[src/fmr_defines.svh]
`ifndef FMR_DEFINES_SVH
`define FMR_DEFINES_SVH
// Register indices; the byte address is four times the index
`define FMR_IDX_T2_MODE 12'h07d
`define FMR_IDX_T2_RATE 12'h097
`define FMR_IDX_T2_MASK 12'h145
`define FMR_IDX_PLUS_MASK 12'h146
`define FMR_IDX_MINUS_MASK 12'h147
`define FMR_IDX_CMD_SPLIT 12'h14a
`define FMR_IDX_EXT_SPLIT 12'h14b
`define FMR_IDX_STR_SPLIT 12'h14c
`define FMR_IDX_SRV_DELAY 12'h14e
`define FMR_IDX_IRQ_STAT 12'h180
`define FMR_IDX_IRQ_MASK 12'h181
`define FMR_IDX_FAULT 12'h182
// Reset values
`define FMR_RST_T2_MASK 24'h02_9b01
`define FMR_RST_DIR_MASK 24'h00_0100
`define FMR_RST_CMD_SPLIT 24'h00_00fa
`define FMR_RST_EXT_SPLIT 24'h00_0028
`define FMR_RST_STR_SPLIT 24'h00_0028
`define FMR_RST_SRV_DELAY 24'h00_07d0
`define FMR_RST_T2_MODE 2'h0
`define FMR_RST_T2_RATE 24'h00_0000
// Reserved fault bits 10, 22 and 23
`define FMR_RESERVED_BITS 24'hc0_0400
// Pool sizes and split limits
`define FMR_CMD_TOTAL 9'h12c
`define FMR_CMD_MAX 24'h00_012b
`define FMR_BUF_TOTAL 9'h032
`define FMR_BUF_MAX 24'h00_0031
`define FMR_DELAY_MAX 24'h00_2710
// Timing: one millisecond at 100 MHz
`define FMR_CLK_MHZ 100
`define FMR_MS_US 1000
`define FMR_MS_CYCLES (`FMR_CLK_MHZ * `FMR_MS_US)
// Interrupt status bits
`define FMR_IRQ_T2_EXC 0
`define FMR_IRQ_PLUS 1
`define FMR_IRQ_MINUS 2
`define FMR_IRQ_SRV_RST 3
`define FMR_IRQ_POOL 4
`define FMR_IRQ_W 5
`endif

[src/fmr_pkg.sv]
package fmr_pkg;
   // Task 2 exception modes
   typedef enum logic [1:0] {
      FMR_MODE_OFF = 2'b00,
      FMR_MODE_HOLD = 2'b01,
      FMR_MODE_EXIT = 2'b10
   } fmr_mode_t;
   // Servo reset delay states
   typedef enum logic [1:0] {
      FMR_DLY_IDLE = 2'b00,
      FMR_DLY_WAIT = 2'b01,
      FMR_DLY_FIRE = 2'b10
   } fmr_dly_t;
   // One compiled command line offered to the pools
   typedef struct packed {
      logic valid;
      logic task2;
      logic has_ref;
      logic has_string;
   } fmr_line_t;
   // Motion request from the trajectory generator
   typedef struct packed {
      logic valid;
      logic positive;
   } fmr_move_t;
endpackage

[src/fmr_top.sv]
`timescale 1ns/10ps
`default_nettype none
`include "fmr_defines.svh"
module fmr_top #(
   parameter int MS_CYCLES = `FMR_MS_CYCLES
) (
   // Clock and reset
   input wire logic ref_clk_i,
   input wire logic rst_n_i,
   // Avalon-MM slave, byte address
   input wire logic [13:0] avs_address_i,
   input wire logic avs_read_i,
   input wire logic avs_write_i,
   input wire logic [31:0] avs_writedata_i,
   output logic [31:0] avs_readdata_o,
   output logic avs_waitrequest_o,
   // Axis fault status and servo timing
   input wire logic [23:0] fault_status_i,
   input wire logic servo_tick_i,
   input wire logic sys_reset_i,
   // Motion request and grant
   input wire fmr_pkg::fmr_move_t move_i,
   output logic move_grant_o,
   // Task 2 exception responses and direction inhibits
   output logic t2_stop_exit_o,
   output logic t2_feedhold_o,
   output logic [23:0] t2_feedhold_rate_o,
   output logic plus_inhibit_o,
   output logic minus_inhibit_o,
   // Buffer pools
   input wire fmr_pkg::fmr_line_t line_i,
   input wire logic [1:0] task_clear_i,
   output logic line_ok_o,
   output logic line_fail_o,
   // Servo loop reset
   output logic servo_hold_o,
   output logic servo_reset_o,
   // Interrupt
   output logic irq_o
);
   import fmr_pkg::*;

   // Register file
   logic [1:0] mode_q, mode_d;
   logic [23:0] rate_q, rate_d;
   logic [23:0] t2_mask_q, t2_mask_d;
   logic [23:0] plus_mask_q, plus_mask_d;
   logic [23:0] minus_mask_q, minus_mask_d;
   logic [23:0] split_q [3];
   logic [23:0] split_d [3];
   logic [23:0] delay_q, delay_d;
   logic [`FMR_IRQ_W-1:0] istat_q, istat_d;
   logic [`FMR_IRQ_W-1:0] imask_q, imask_d;
   logic [31:0] rdata_q, rdata_d;
   logic wait_q, wait_d;
   // Bus access qualifiers
   logic acc_go; // Request completes at this edge
   logic wr_go;
   logic rd_go;
   logic [11:0] widx;
   // Fault response state
   logic t2_hit_q, t2_hit_d; // Masked Task 2 fault active
   logic stop_q, stop_d;
   logic hold_q, hold_d;
   logic plus_q, plus_d;
   logic minus_q, minus_d;
   logic grant_q, grant_d;
   logic [23:0] live; // Fault vector with reserved bits cleared
   logic t2_rise, plus_rise, minus_rise;
   // Servo delay state
   fmr_dly_t dly_q, dly_d;
   logic [23:0] ms_left_q, ms_left_d;
   logic [31:0] pre_q, pre_d;
   logic srv_hold_q, srv_hold_d;
   logic srv_rst_q, srv_rst_d;
   // Pool handshake
   logic [2:0] need; // Pools this line would use
   logic [2:0] full; // Pools exhausted for the line's task
   logic take; // Line accepted
   logic ok_q, fail_q;
   logic irq_q;

   // Completion of a held request
   always_comb begin
      acc_go = (avs_read_i | avs_write_i) & ~wait_q;
      wr_go = acc_go & avs_write_i;
      rd_go = acc_go & avs_read_i;
      widx = avs_address_i[13:2];
   end

   // Reserved bits never take part in any mask response
   always_comb begin
      live = fault_status_i & ~`FMR_RESERVED_BITS;
   end

   // Register writes, read mux and interrupt status
   always_comb begin
      mode_d = mode_q;
      rate_d = rate_q;
      t2_mask_d = t2_mask_q;
      plus_mask_d = plus_mask_q;
      minus_mask_d = minus_mask_q;
      delay_d = delay_q;
      imask_d = imask_q;
      for (int i = 0; i < 3; i++) begin
         split_d[i] = split_q[i];
      end
      // One wait cycle, then the answer
      wait_d = ~((avs_read_i | avs_write_i) & wait_q);
      rdata_d = rdata_q;
      if (wr_go) begin
         // Masks keep all 24 bits; reserved ones are stored but unused
         if (widx == `FMR_IDX_T2_MODE) begin
            if (avs_writedata_i[1:0] != 2'b11) begin
               mode_d = avs_writedata_i[1:0];
            end
         end else if (widx == `FMR_IDX_T2_RATE) begin
            rate_d = avs_writedata_i[23:0];
         end else if (widx == `FMR_IDX_T2_MASK) begin
            t2_mask_d = avs_writedata_i[23:0];
         end else if (widx == `FMR_IDX_PLUS_MASK) begin
            plus_mask_d = avs_writedata_i[23:0];
         end else if (widx == `FMR_IDX_MINUS_MASK) begin
            minus_mask_d = avs_writedata_i[23:0];
         end else if (widx == `FMR_IDX_CMD_SPLIT) begin
            // Out of range shares are ignored
            if (avs_writedata_i[23:0] != 24'h00_0000 &&
                avs_writedata_i[23:0] <= `FMR_CMD_MAX) begin
               split_d[0] = avs_writedata_i[23:0];
            end
         end else if (widx == `FMR_IDX_EXT_SPLIT) begin
            if (avs_writedata_i[23:0] != 24'h00_0000 &&
                avs_writedata_i[23:0] <= `FMR_BUF_MAX) begin
               split_d[1] = avs_writedata_i[23:0];
            end
         end else if (widx == `FMR_IDX_STR_SPLIT) begin
            if (avs_writedata_i[23:0] != 24'h00_0000 &&
                avs_writedata_i[23:0] <= `FMR_BUF_MAX) begin
               split_d[2] = avs_writedata_i[23:0];
            end
         end else if (widx == `FMR_IDX_SRV_DELAY) begin
            if (avs_writedata_i[23:0] != 24'h00_0000 &&
                avs_writedata_i[23:0] <= `FMR_DELAY_MAX) begin
               delay_d = avs_writedata_i[23:0];
            end
         end else if (widx == `FMR_IDX_IRQ_MASK) begin
            imask_d = avs_writedata_i[`FMR_IRQ_W-1:0];
         end
      end
      // Read data is captured while waitrequest is high
      if ((avs_read_i & wait_q) == 1'b1) begin
         if (widx == `FMR_IDX_T2_MODE) begin
            rdata_d = {30'h0000_0000, mode_q};
         end else if (widx == `FMR_IDX_T2_RATE) begin
            rdata_d = {8'h00, rate_q};
         end else if (widx == `FMR_IDX_T2_MASK) begin
            rdata_d = {8'h00, t2_mask_q};
         end else if (widx == `FMR_IDX_PLUS_MASK) begin
            rdata_d = {8'h00, plus_mask_q};
         end else if (widx == `FMR_IDX_MINUS_MASK) begin
            rdata_d = {8'h00, minus_mask_q};
         end else if (widx == `FMR_IDX_CMD_SPLIT) begin
            rdata_d = {8'h00, split_q[0]};
         end else if (widx == `FMR_IDX_EXT_SPLIT) begin
            rdata_d = {8'h00, split_q[1]};
         end else if (widx == `FMR_IDX_STR_SPLIT) begin
            rdata_d = {8'h00, split_q[2]};
         end else if (widx == `FMR_IDX_SRV_DELAY) begin
            rdata_d = {8'h00, delay_q};
         end else if (widx == `FMR_IDX_IRQ_STAT) begin
            rdata_d = {27'h000_0000, istat_q};
         end else if (widx == `FMR_IDX_IRQ_MASK) begin
            rdata_d = {27'h000_0000, imask_q};
         end else if (widx == `FMR_IDX_FAULT) begin
            rdata_d = {8'h00, fault_status_i};
         end else begin
            // Unmapped addresses read as zero
            rdata_d = 32'h0000_0000;
         end
      end
      // Read clears status; a new event in the same cycle still sets
      istat_d = istat_q;
      if (rd_go && widx == `FMR_IDX_IRQ_STAT) begin
         istat_d = '0;
      end
      istat_d[`FMR_IRQ_T2_EXC] = istat_d[`FMR_IRQ_T2_EXC] | t2_rise;
      istat_d[`FMR_IRQ_PLUS] = istat_d[`FMR_IRQ_PLUS] | plus_rise;
      istat_d[`FMR_IRQ_MINUS] = istat_d[`FMR_IRQ_MINUS] | minus_rise;
      istat_d[`FMR_IRQ_SRV_RST] = istat_d[`FMR_IRQ_SRV_RST] | srv_rst_d;
      istat_d[`FMR_IRQ_POOL] = istat_d[`FMR_IRQ_POOL] | (line_i.valid & ~take);
   end

   // Register file and bus flops
   always_ff @(posedge ref_clk_i) begin
      if (!rst_n_i) begin
         mode_q <= `FMR_RST_T2_MODE;
         rate_q <= `FMR_RST_T2_RATE;
         t2_mask_q <= `FMR_RST_T2_MASK;
         plus_mask_q <= `FMR_RST_DIR_MASK;
         minus_mask_q <= `FMR_RST_DIR_MASK;
         split_q[0] <= `FMR_RST_CMD_SPLIT;
         split_q[1] <= `FMR_RST_EXT_SPLIT;
         split_q[2] <= `FMR_RST_STR_SPLIT;
         delay_q <= `FMR_RST_SRV_DELAY;
         istat_q <= '0;
         imask_q <= '0;
         rdata_q <= 32'h0000_0000;
         wait_q <= 1'b1;
         irq_q <= 1'b0;
      end else begin
         mode_q <= mode_d;
         rate_q <= rate_d;
         t2_mask_q <= t2_mask_d;
         plus_mask_q <= plus_mask_d;
         minus_mask_q <= minus_mask_d;
         split_q <= split_d;
         delay_q <= delay_d;
         istat_q <= istat_d;
         imask_q <= imask_d;
         rdata_q <= rdata_d;
         wait_q <= wait_d;
         irq_q <= |(istat_d & imask_d);
      end
   end

   // Mask responses, sampled on each servo update
   always_comb begin
      t2_hit_d = t2_hit_q;
      plus_d = plus_q;
      minus_d = minus_q;
      if (servo_tick_i) begin
         t2_hit_d = |(live & t2_mask_q);
         plus_d = |(live & plus_mask_q);
         minus_d = |(live & minus_mask_q);
      end
      t2_rise = t2_hit_d & ~t2_hit_q & (mode_q != FMR_MODE_OFF);
      plus_rise = plus_d & ~plus_q;
      minus_rise = minus_d & ~minus_q;
      // Exit is one pulse on a new fault; feedhold lasts while it stands
      stop_d = t2_hit_d & ~t2_hit_q & (mode_q == FMR_MODE_EXIT);
      hold_d = t2_hit_d & (mode_q == FMR_MODE_HOLD);
      // Only the blocked direction is refused
      grant_d = move_i.valid &
                ~(move_i.positive & plus_d) &
                ~(~move_i.positive & minus_d);
   end

   // Mask response flops
   always_ff @(posedge ref_clk_i) begin
      if (!rst_n_i) begin
         t2_hit_q <= 1'b0;
         plus_q <= 1'b0;
         minus_q <= 1'b0;
         stop_q <= 1'b0;
         hold_q <= 1'b0;
         grant_q <= 1'b0;
      end else begin
         t2_hit_q <= t2_hit_d;
         plus_q <= plus_d;
         minus_q <= minus_d;
         stop_q <= stop_d;
         hold_q <= hold_d;
         grant_q <= grant_d;
      end
   end

   // Servo loop reset delay after a system reset command
   always_comb begin
      dly_d = dly_q;
      ms_left_d = ms_left_q;
      pre_d = pre_q;
      srv_rst_d = 1'b0;
      case (dly_q)
         FMR_DLY_IDLE: begin
            if (sys_reset_i) begin
               dly_d = FMR_DLY_WAIT;
               ms_left_d = delay_q;
               pre_d = 32'(MS_CYCLES - 1);
            end
         end
         FMR_DLY_WAIT: begin
            // A repeated reset command restarts the wait
            if (sys_reset_i) begin
               ms_left_d = delay_q;
               pre_d = 32'(MS_CYCLES - 1);
            end else if (pre_q != 32'h0000_0000) begin
               pre_d = pre_q - 32'h0000_0001;
            end else if (ms_left_q > 24'h00_0001) begin
               ms_left_d = ms_left_q - 24'h00_0001;
               pre_d = 32'(MS_CYCLES - 1);
            end else begin
               dly_d = FMR_DLY_FIRE;
            end
         end
         FMR_DLY_FIRE: begin
            srv_rst_d = 1'b1;
            dly_d = FMR_DLY_IDLE;
         end
         default: begin
            dly_d = FMR_DLY_IDLE;
         end
      endcase
      srv_hold_d = (dly_d == FMR_DLY_WAIT);
   end

   // Servo delay flops
   always_ff @(posedge ref_clk_i) begin
      if (!rst_n_i) begin
         dly_q <= FMR_DLY_IDLE;
         ms_left_q <= 24'h00_0000;
         pre_q <= 32'h0000_0000;
         srv_hold_q <= 1'b0;
         srv_rst_q <= 1'b0;
      end else begin
         dly_q <= dly_d;
         ms_left_q <= ms_left_d;
         pre_q <= pre_d;
         srv_hold_q <= srv_hold_d;
         srv_rst_q <= srv_rst_d;
      end
   end

   // Which pools a compiled line draws from
   always_comb begin
      need[0] = 1'b1;
      need[1] = line_i.has_ref;
      need[2] = line_i.has_string;
      take = line_i.valid & ~|(need & full);
   end

   // Per pool usage counters for both tasks
   genvar gp;
   generate
      for (gp = 0; gp < 3; gp++) begin : g_pool
         logic [8:0] total;
         logic [8:0] lim1, lim2;
         logic [8:0] used1_q, used1_d, used2_q, used2_d;
         always_comb begin
            total = (gp == 0) ? `FMR_CMD_TOTAL : `FMR_BUF_TOTAL;
            lim1 = split_q[gp][8:0];
            lim2 = total - lim1;
            full[gp] = line_i.task2 ? (used2_q >= lim2) : (used1_q >= lim1);
            used1_d = task_clear_i[0] ? 9'h000 : used1_q;
            used2_d = task_clear_i[1] ? 9'h000 : used2_q;
            if (take && need[gp]) begin
               if (line_i.task2) begin
                  used2_d = used2_q + 9'h001;
               end else begin
                  used1_d = used1_q + 9'h001;
               end
            end
         end
         always_ff @(posedge ref_clk_i) begin
            if (!rst_n_i) begin
               used1_q <= 9'h000;
               used2_q <= 9'h000;
            end else begin
               used1_q <= used1_d;
               used2_q <= used2_d;
            end
         end
      end
   endgenerate

   // Line answer flops
   always_ff @(posedge ref_clk_i) begin
      if (!rst_n_i) begin
         ok_q <= 1'b0;
         fail_q <= 1'b0;
      end else begin
         ok_q <= take;
         fail_q <= line_i.valid & ~take;
      end
   end

   // Outputs straight from flops
   assign avs_readdata_o = rdata_q;
   assign avs_waitrequest_o = wait_q;
   assign move_grant_o = grant_q;
   assign t2_stop_exit_o = stop_q;
   assign t2_feedhold_o = hold_q;
   assign t2_feedhold_rate_o = rate_q;
   assign plus_inhibit_o = plus_q;
   assign minus_inhibit_o = minus_q;
   assign line_ok_o = ok_q;
   assign line_fail_o = fail_q;
   assign servo_hold_o = srv_hold_q;
   assign servo_reset_o = srv_rst_q;
   assign irq_o = irq_q;
endmodule
`default_nettype wire

[config.mk]
export PLATFORM = sky130hd
export DESIGN_NAME = fmr_top
export DESIGN_NICKNAME = d
export VERILOG_FILES = /design/src/fmr_pkg.sv /design/src/fmr_top.sv
export VERILOG_INCLUDE_DIRS = /design/src
export SDC_FILE = /design/constraint.sdc
export NUM_CORES = 1
export LEC_CHECK = 0
export BUFFER_PORTS_ARGS = -buffer_cell sky130_fd_sc_hd__clkbuf_2
export CAP_MARGIN = 20
export CELL_PAD_IN_SITES_DETAIL_PLACEMENT = 0
export CELL_PAD_IN_SITES_GLOBAL_PLACEMENT = 1
export CORE_AREA = 2 2 270 272
export CTS_BUF_LIST = sky130_fd_sc_hd__clkbuf_4 sky130_fd_sc_hd__clkbuf_8
export DETAILED_ROUTE_END_ITERATION = 12
export DIE_AREA = 0 0 272 274
export PLACE_DENSITY = 0.59
export SYNTH_ARGS = -nofsm -noshare
export SYNTH_HDL_FRONTEND = slang
export SYNTH_SLANG_ARGS = --single-unit
[constraint.sdc]
create_clock -name ref_clk_i -period 10.75 [get_ports ref_clk_i]
set_clock_uncertainty 0.2 [all_clocks]
set_input_delay 1.075 -clock ref_clk_i [delete_from_list [all_inputs] [get_ports ref_clk_i]]
set_output_delay 1.075 -clock ref_clk_i [all_outputs]
set_load 0.05 [all_outputs]
==> impl_metrics.py <==
metrics = {
    "layout": {
        "layout_commonest_cell": "dfxtp_1",
        "area_growth_pct": 17.1,
        "num_antenna_cells": 0,
        "most-common-layout-cells": "352 x dfxtp_1, 329 x nand2_1, 183 x a21oi_1",
        "final_nets": 2426,
        "drive_gt1_share_pct": 14.1,
        "multi_input_area_um2": 9950,
        "n_fill_cell": 7709,
        "regArea_um2": 7050,
    },
    "clock_network": {
        "postCtsHoldBufs": 0,
        "cts_buffers": 67,
        "ctsHtreeMaxLevel": 3,
        "clk_pin_slew_worst_paths_ns": 0.06,
        "tritoncts": "built",
        "cts_buffer_depth": 3,
        "post_cts_buffers": 0,
        "cts.sinks": 352,
        "clk_latency_ns": 0.66,
        "cts_resized": 0,
        "cts-root-buf": "clkbuf_8",
    },
    "timing": {
        "setup_viol": 0,
        "report.final.slew_viol_count": 0,
        "tns_ns": 0,
        "slew_headroom_pct": 21.9,
        "max_freq_mhz": 210,
        "setup_ws_ns": 5.99,
        "worst_slew_pin_slew_ns": 1.17,
        "min_period_ns": 4.76,
        "hold_viol": 0,
        "rsz0062_at_grt": "false",
        "min_period_over_period_pct": 44.3,
    },
    "setup_path": {
        "critPathArrivalTime_ns": 5.10,
        "startpoint_type": "flip-flop",
        "critPathMostFrequentCell": "ha_1",
        "end_kind": "flip-flop",
        "cpPeakStageDelay_ns": 0.81,
        "worstSetupPathType": "reg2reg",
        "crit_start": "g_pool[0].lim1[0]$_SDFFE_PN0P_",
        "cp_cell_sequence": "inv_1, ha_1, nor2_1, o21ai_0, nand3_1, xnor2_1, ha_1, a211oi_1, o221ai_1, and4b_1, o21a_1, buf_4, a31oi_1, o221a_2",
        "critPathMaxFanout": 25,
        "slowest_stage": "o21a_1",
        "required_ns": 11.08,
        "r2r_start": "g_pool[0].lim1[0]$_SDFFE_PN0P_",
        "rrSetupSlack_ns": 5.99,
    },
    "placement": {
        "pre_cts_ws_ns": 5.97,
        "io_buffers": 132,
        "dpl.hpwl_um": 50300,
        "place.gp.congestion": 0.908,
    },
    "route": {
        "routed_wl_um": 70700,
        "via_count": 17200,
        "viasPerCell": 5.23,
        "firstDrtPassIters": 7,
        "drt-initial-drc-count": 1487,
        "drc_errors": 0,
        "wire_per_inst_um": 21.5,
        "ant_nets": 0,
    },
    "logic_synthesis": {
        "yosys.area.top_type": "dfxtp_1",
        "syn_inst": 2185,
        "async_flop_share_pct": 0,
        "ys_types": 74,
        "synth_area_per_cell_um2": 8.11,
        "synth_mux_area_share_pct": 3.95,
        "synth_seq_cells": 352,
        "synth_top_family_by_area": "simple AND/OR/NAND/NOR gates",
        "synth_fa_ha_area_share_pct": 4.73,
        "synthFlopType": "dfxtp_1",
        "synth-simple-area-share_pct": 23.0,
        "synth_top_area_share_pct": 39.8,
        "synth_xor_area_share_pct": 2.17,
        "synth_edf_count": 0,
        "synth_area_leaders": "dfxtp_1 40%, nand2_1 7.0%, a21oi_1 5.2%",
        "synth_compound_area_share_pct": 22.0,
        "synth-seq-area-share_pct": 39.8,
        "synth_area_um2": 17700,
        "yosys_warnings": 0,
    },
    "grt": {
        "antenna_found_initial": 1,
        "grt_usage_pct": 18.5,
        "grt_max_degree": 68,
        "grt_pass1_vias": 16500,
        "grt_remaining_overflow": 0,
        "grt_pass1_wl_um": 106000,
    },
    "power_and_ir_drop": {
        "ir_worst_vdd_mv": 0.0751,
        "p_leak_uw": 0.00846,
        "power_density_nw_per_um2": 144,
    },
    "min_path": {
        "hp-start": "t2_mask_q[22]$_SDFFE_PN0P_",
        "hold_path.class": "reg2reg",
    },
    "floorplanning": {
        "fp.coreArea_um2": 72000,
        "die_area_um2": 74500,
        "fp.dieH_um": 274,
        "row_count": 99,
        "ios": 151,
        "initial_utilization_pct": 24.6,
        "die_w_um": 272,
    },
    "status": {
        "outcome": "completed",
    },
    "job": {
        "maxCapViolCount": 0,
    },
}
==> critical path: cells and delay by family, from the launching register on <==
kind | cells | cell delay, ns
AO/OA/AOI/OAI | 6 | 1.92
buffers and inverters | 2 | 0.51
AND/OR/NAND/NOR | 3 | 0.87
flip-flops | 1 | 0.51
adder cells (fa/ha/maj) | 2 | 0.50
XOR/XNOR | 1 | 0.14
==> metrics by stage <==
step | cell area, um2 | util [%] | hold slack, ns | instances | power, uW
5_1_grt | 20800 | 28.8 | 0.272 | 3283 | 3100
2_1_floorplan | 17800 | - | 0.237 | 2192 | 1490
4_1_cts | 20800 | 28.8 | 0.256 | 3283 | 3020
6_report | 20800 | 28.8 | 0.255 | 3283 | 2980
3_3_place_gp | 19300 | 26.8 | 0.243 | 3164 | 1580
3_5_place_dp | 19300 | 26.8 | 0.247 | 3165 | 1580
==> power by group <==
| group | internal, uW | switching, uW | total, uW |
|---|---|---|---|
| Clock | 798 | 628 | 1430 |
| Combinational | 57.8 | 168 | 226 |
| Sequential | 1320 | 12.8 | 1330 |
| Total | 2170 | 809 | 2980 |
==> per-layer routing <==
metal  share of wire [%]  up-vias  global-route usage (%)
li1                    -     8111                       -
met1                  45     8314                    24.4
met2                  45      603                    29.8
met3                 5.9      139                    2.96
met4                 4.1        2                    8.33
met5               0.014        -                       0
==> flip-flops by register name, indices dropped and copies added (netlist names), 2 cells and up <==
signal / cells
avs_readdata_o: 24
delay_q: 24
dly_q: 2
g_pool.lim1: 27
g_pool.used1_q: 27
g_pool.used2_q: 27
imask_q: 5
istat_q: 5
minus_mask_q: 24
mode_q: 2
ms_left_q: 24
plus_mask_q: 24
pre_q: 32
split_q: 45
t2_feedhold_rate_o: 24
t2_mask_q: 24
==> logic make-up after synthesis <==
group / after synthesis
XOR/XNOR: 44
flip-flops: 352
multiplexers: 70
buffers and inverters: 200
AO/OA/AOI/OAI: 609
adder cells (fa/ha/maj): 67
other: 1
AND/OR/NAND/NOR: 842
==> final cells by class <==
type	instances	share of cell area (%)
Multi-Input combinational cell	1640	47.9
Sequential cell	352	33.9
Clock buffer	105	6.45
Tap cell	959	5.78
Timing Repair Buffer	166	4.52
Inverter	48	0.892
Clock inverter	13	0.476
==> cell usage after synthesis, drive strengths merged (27+ instances only) <==
| library cell | instances |
|---|---|
| a21oi | 183 |
| a221oi | 35 |
| a22oi | 43 |
| and3 | 96 |
| clkbuf | 137 |
| dfxtp | 352 |
| ha | 67 |
| inv | 46 |
| mux2i | 70 |
| nand2 | 329 |
| nand3 | 54 |
| nand4 | 27 |
| nor2 | 150 |
| nor3 | 51 |
| o21ai | 164 |
| xnor2 | 35 |
==> worst paths after layout <==
check / to / cells past startpoint
hold / removal: t2_mask_q[22]$_SDFFE_PN0P_ / 2
hold reg to reg: t2_mask_q[22]$_SDFFE_PN0P_ / 2
setup / recovery: g_pool[2].used2_q[8]$_SDFF_PN0_ / 14
setup reg to reg: g_pool[2].used2_q[8]$_SDFF_PN0_ / 14
No activity file was read; power rests on OpenSTA's default activity.
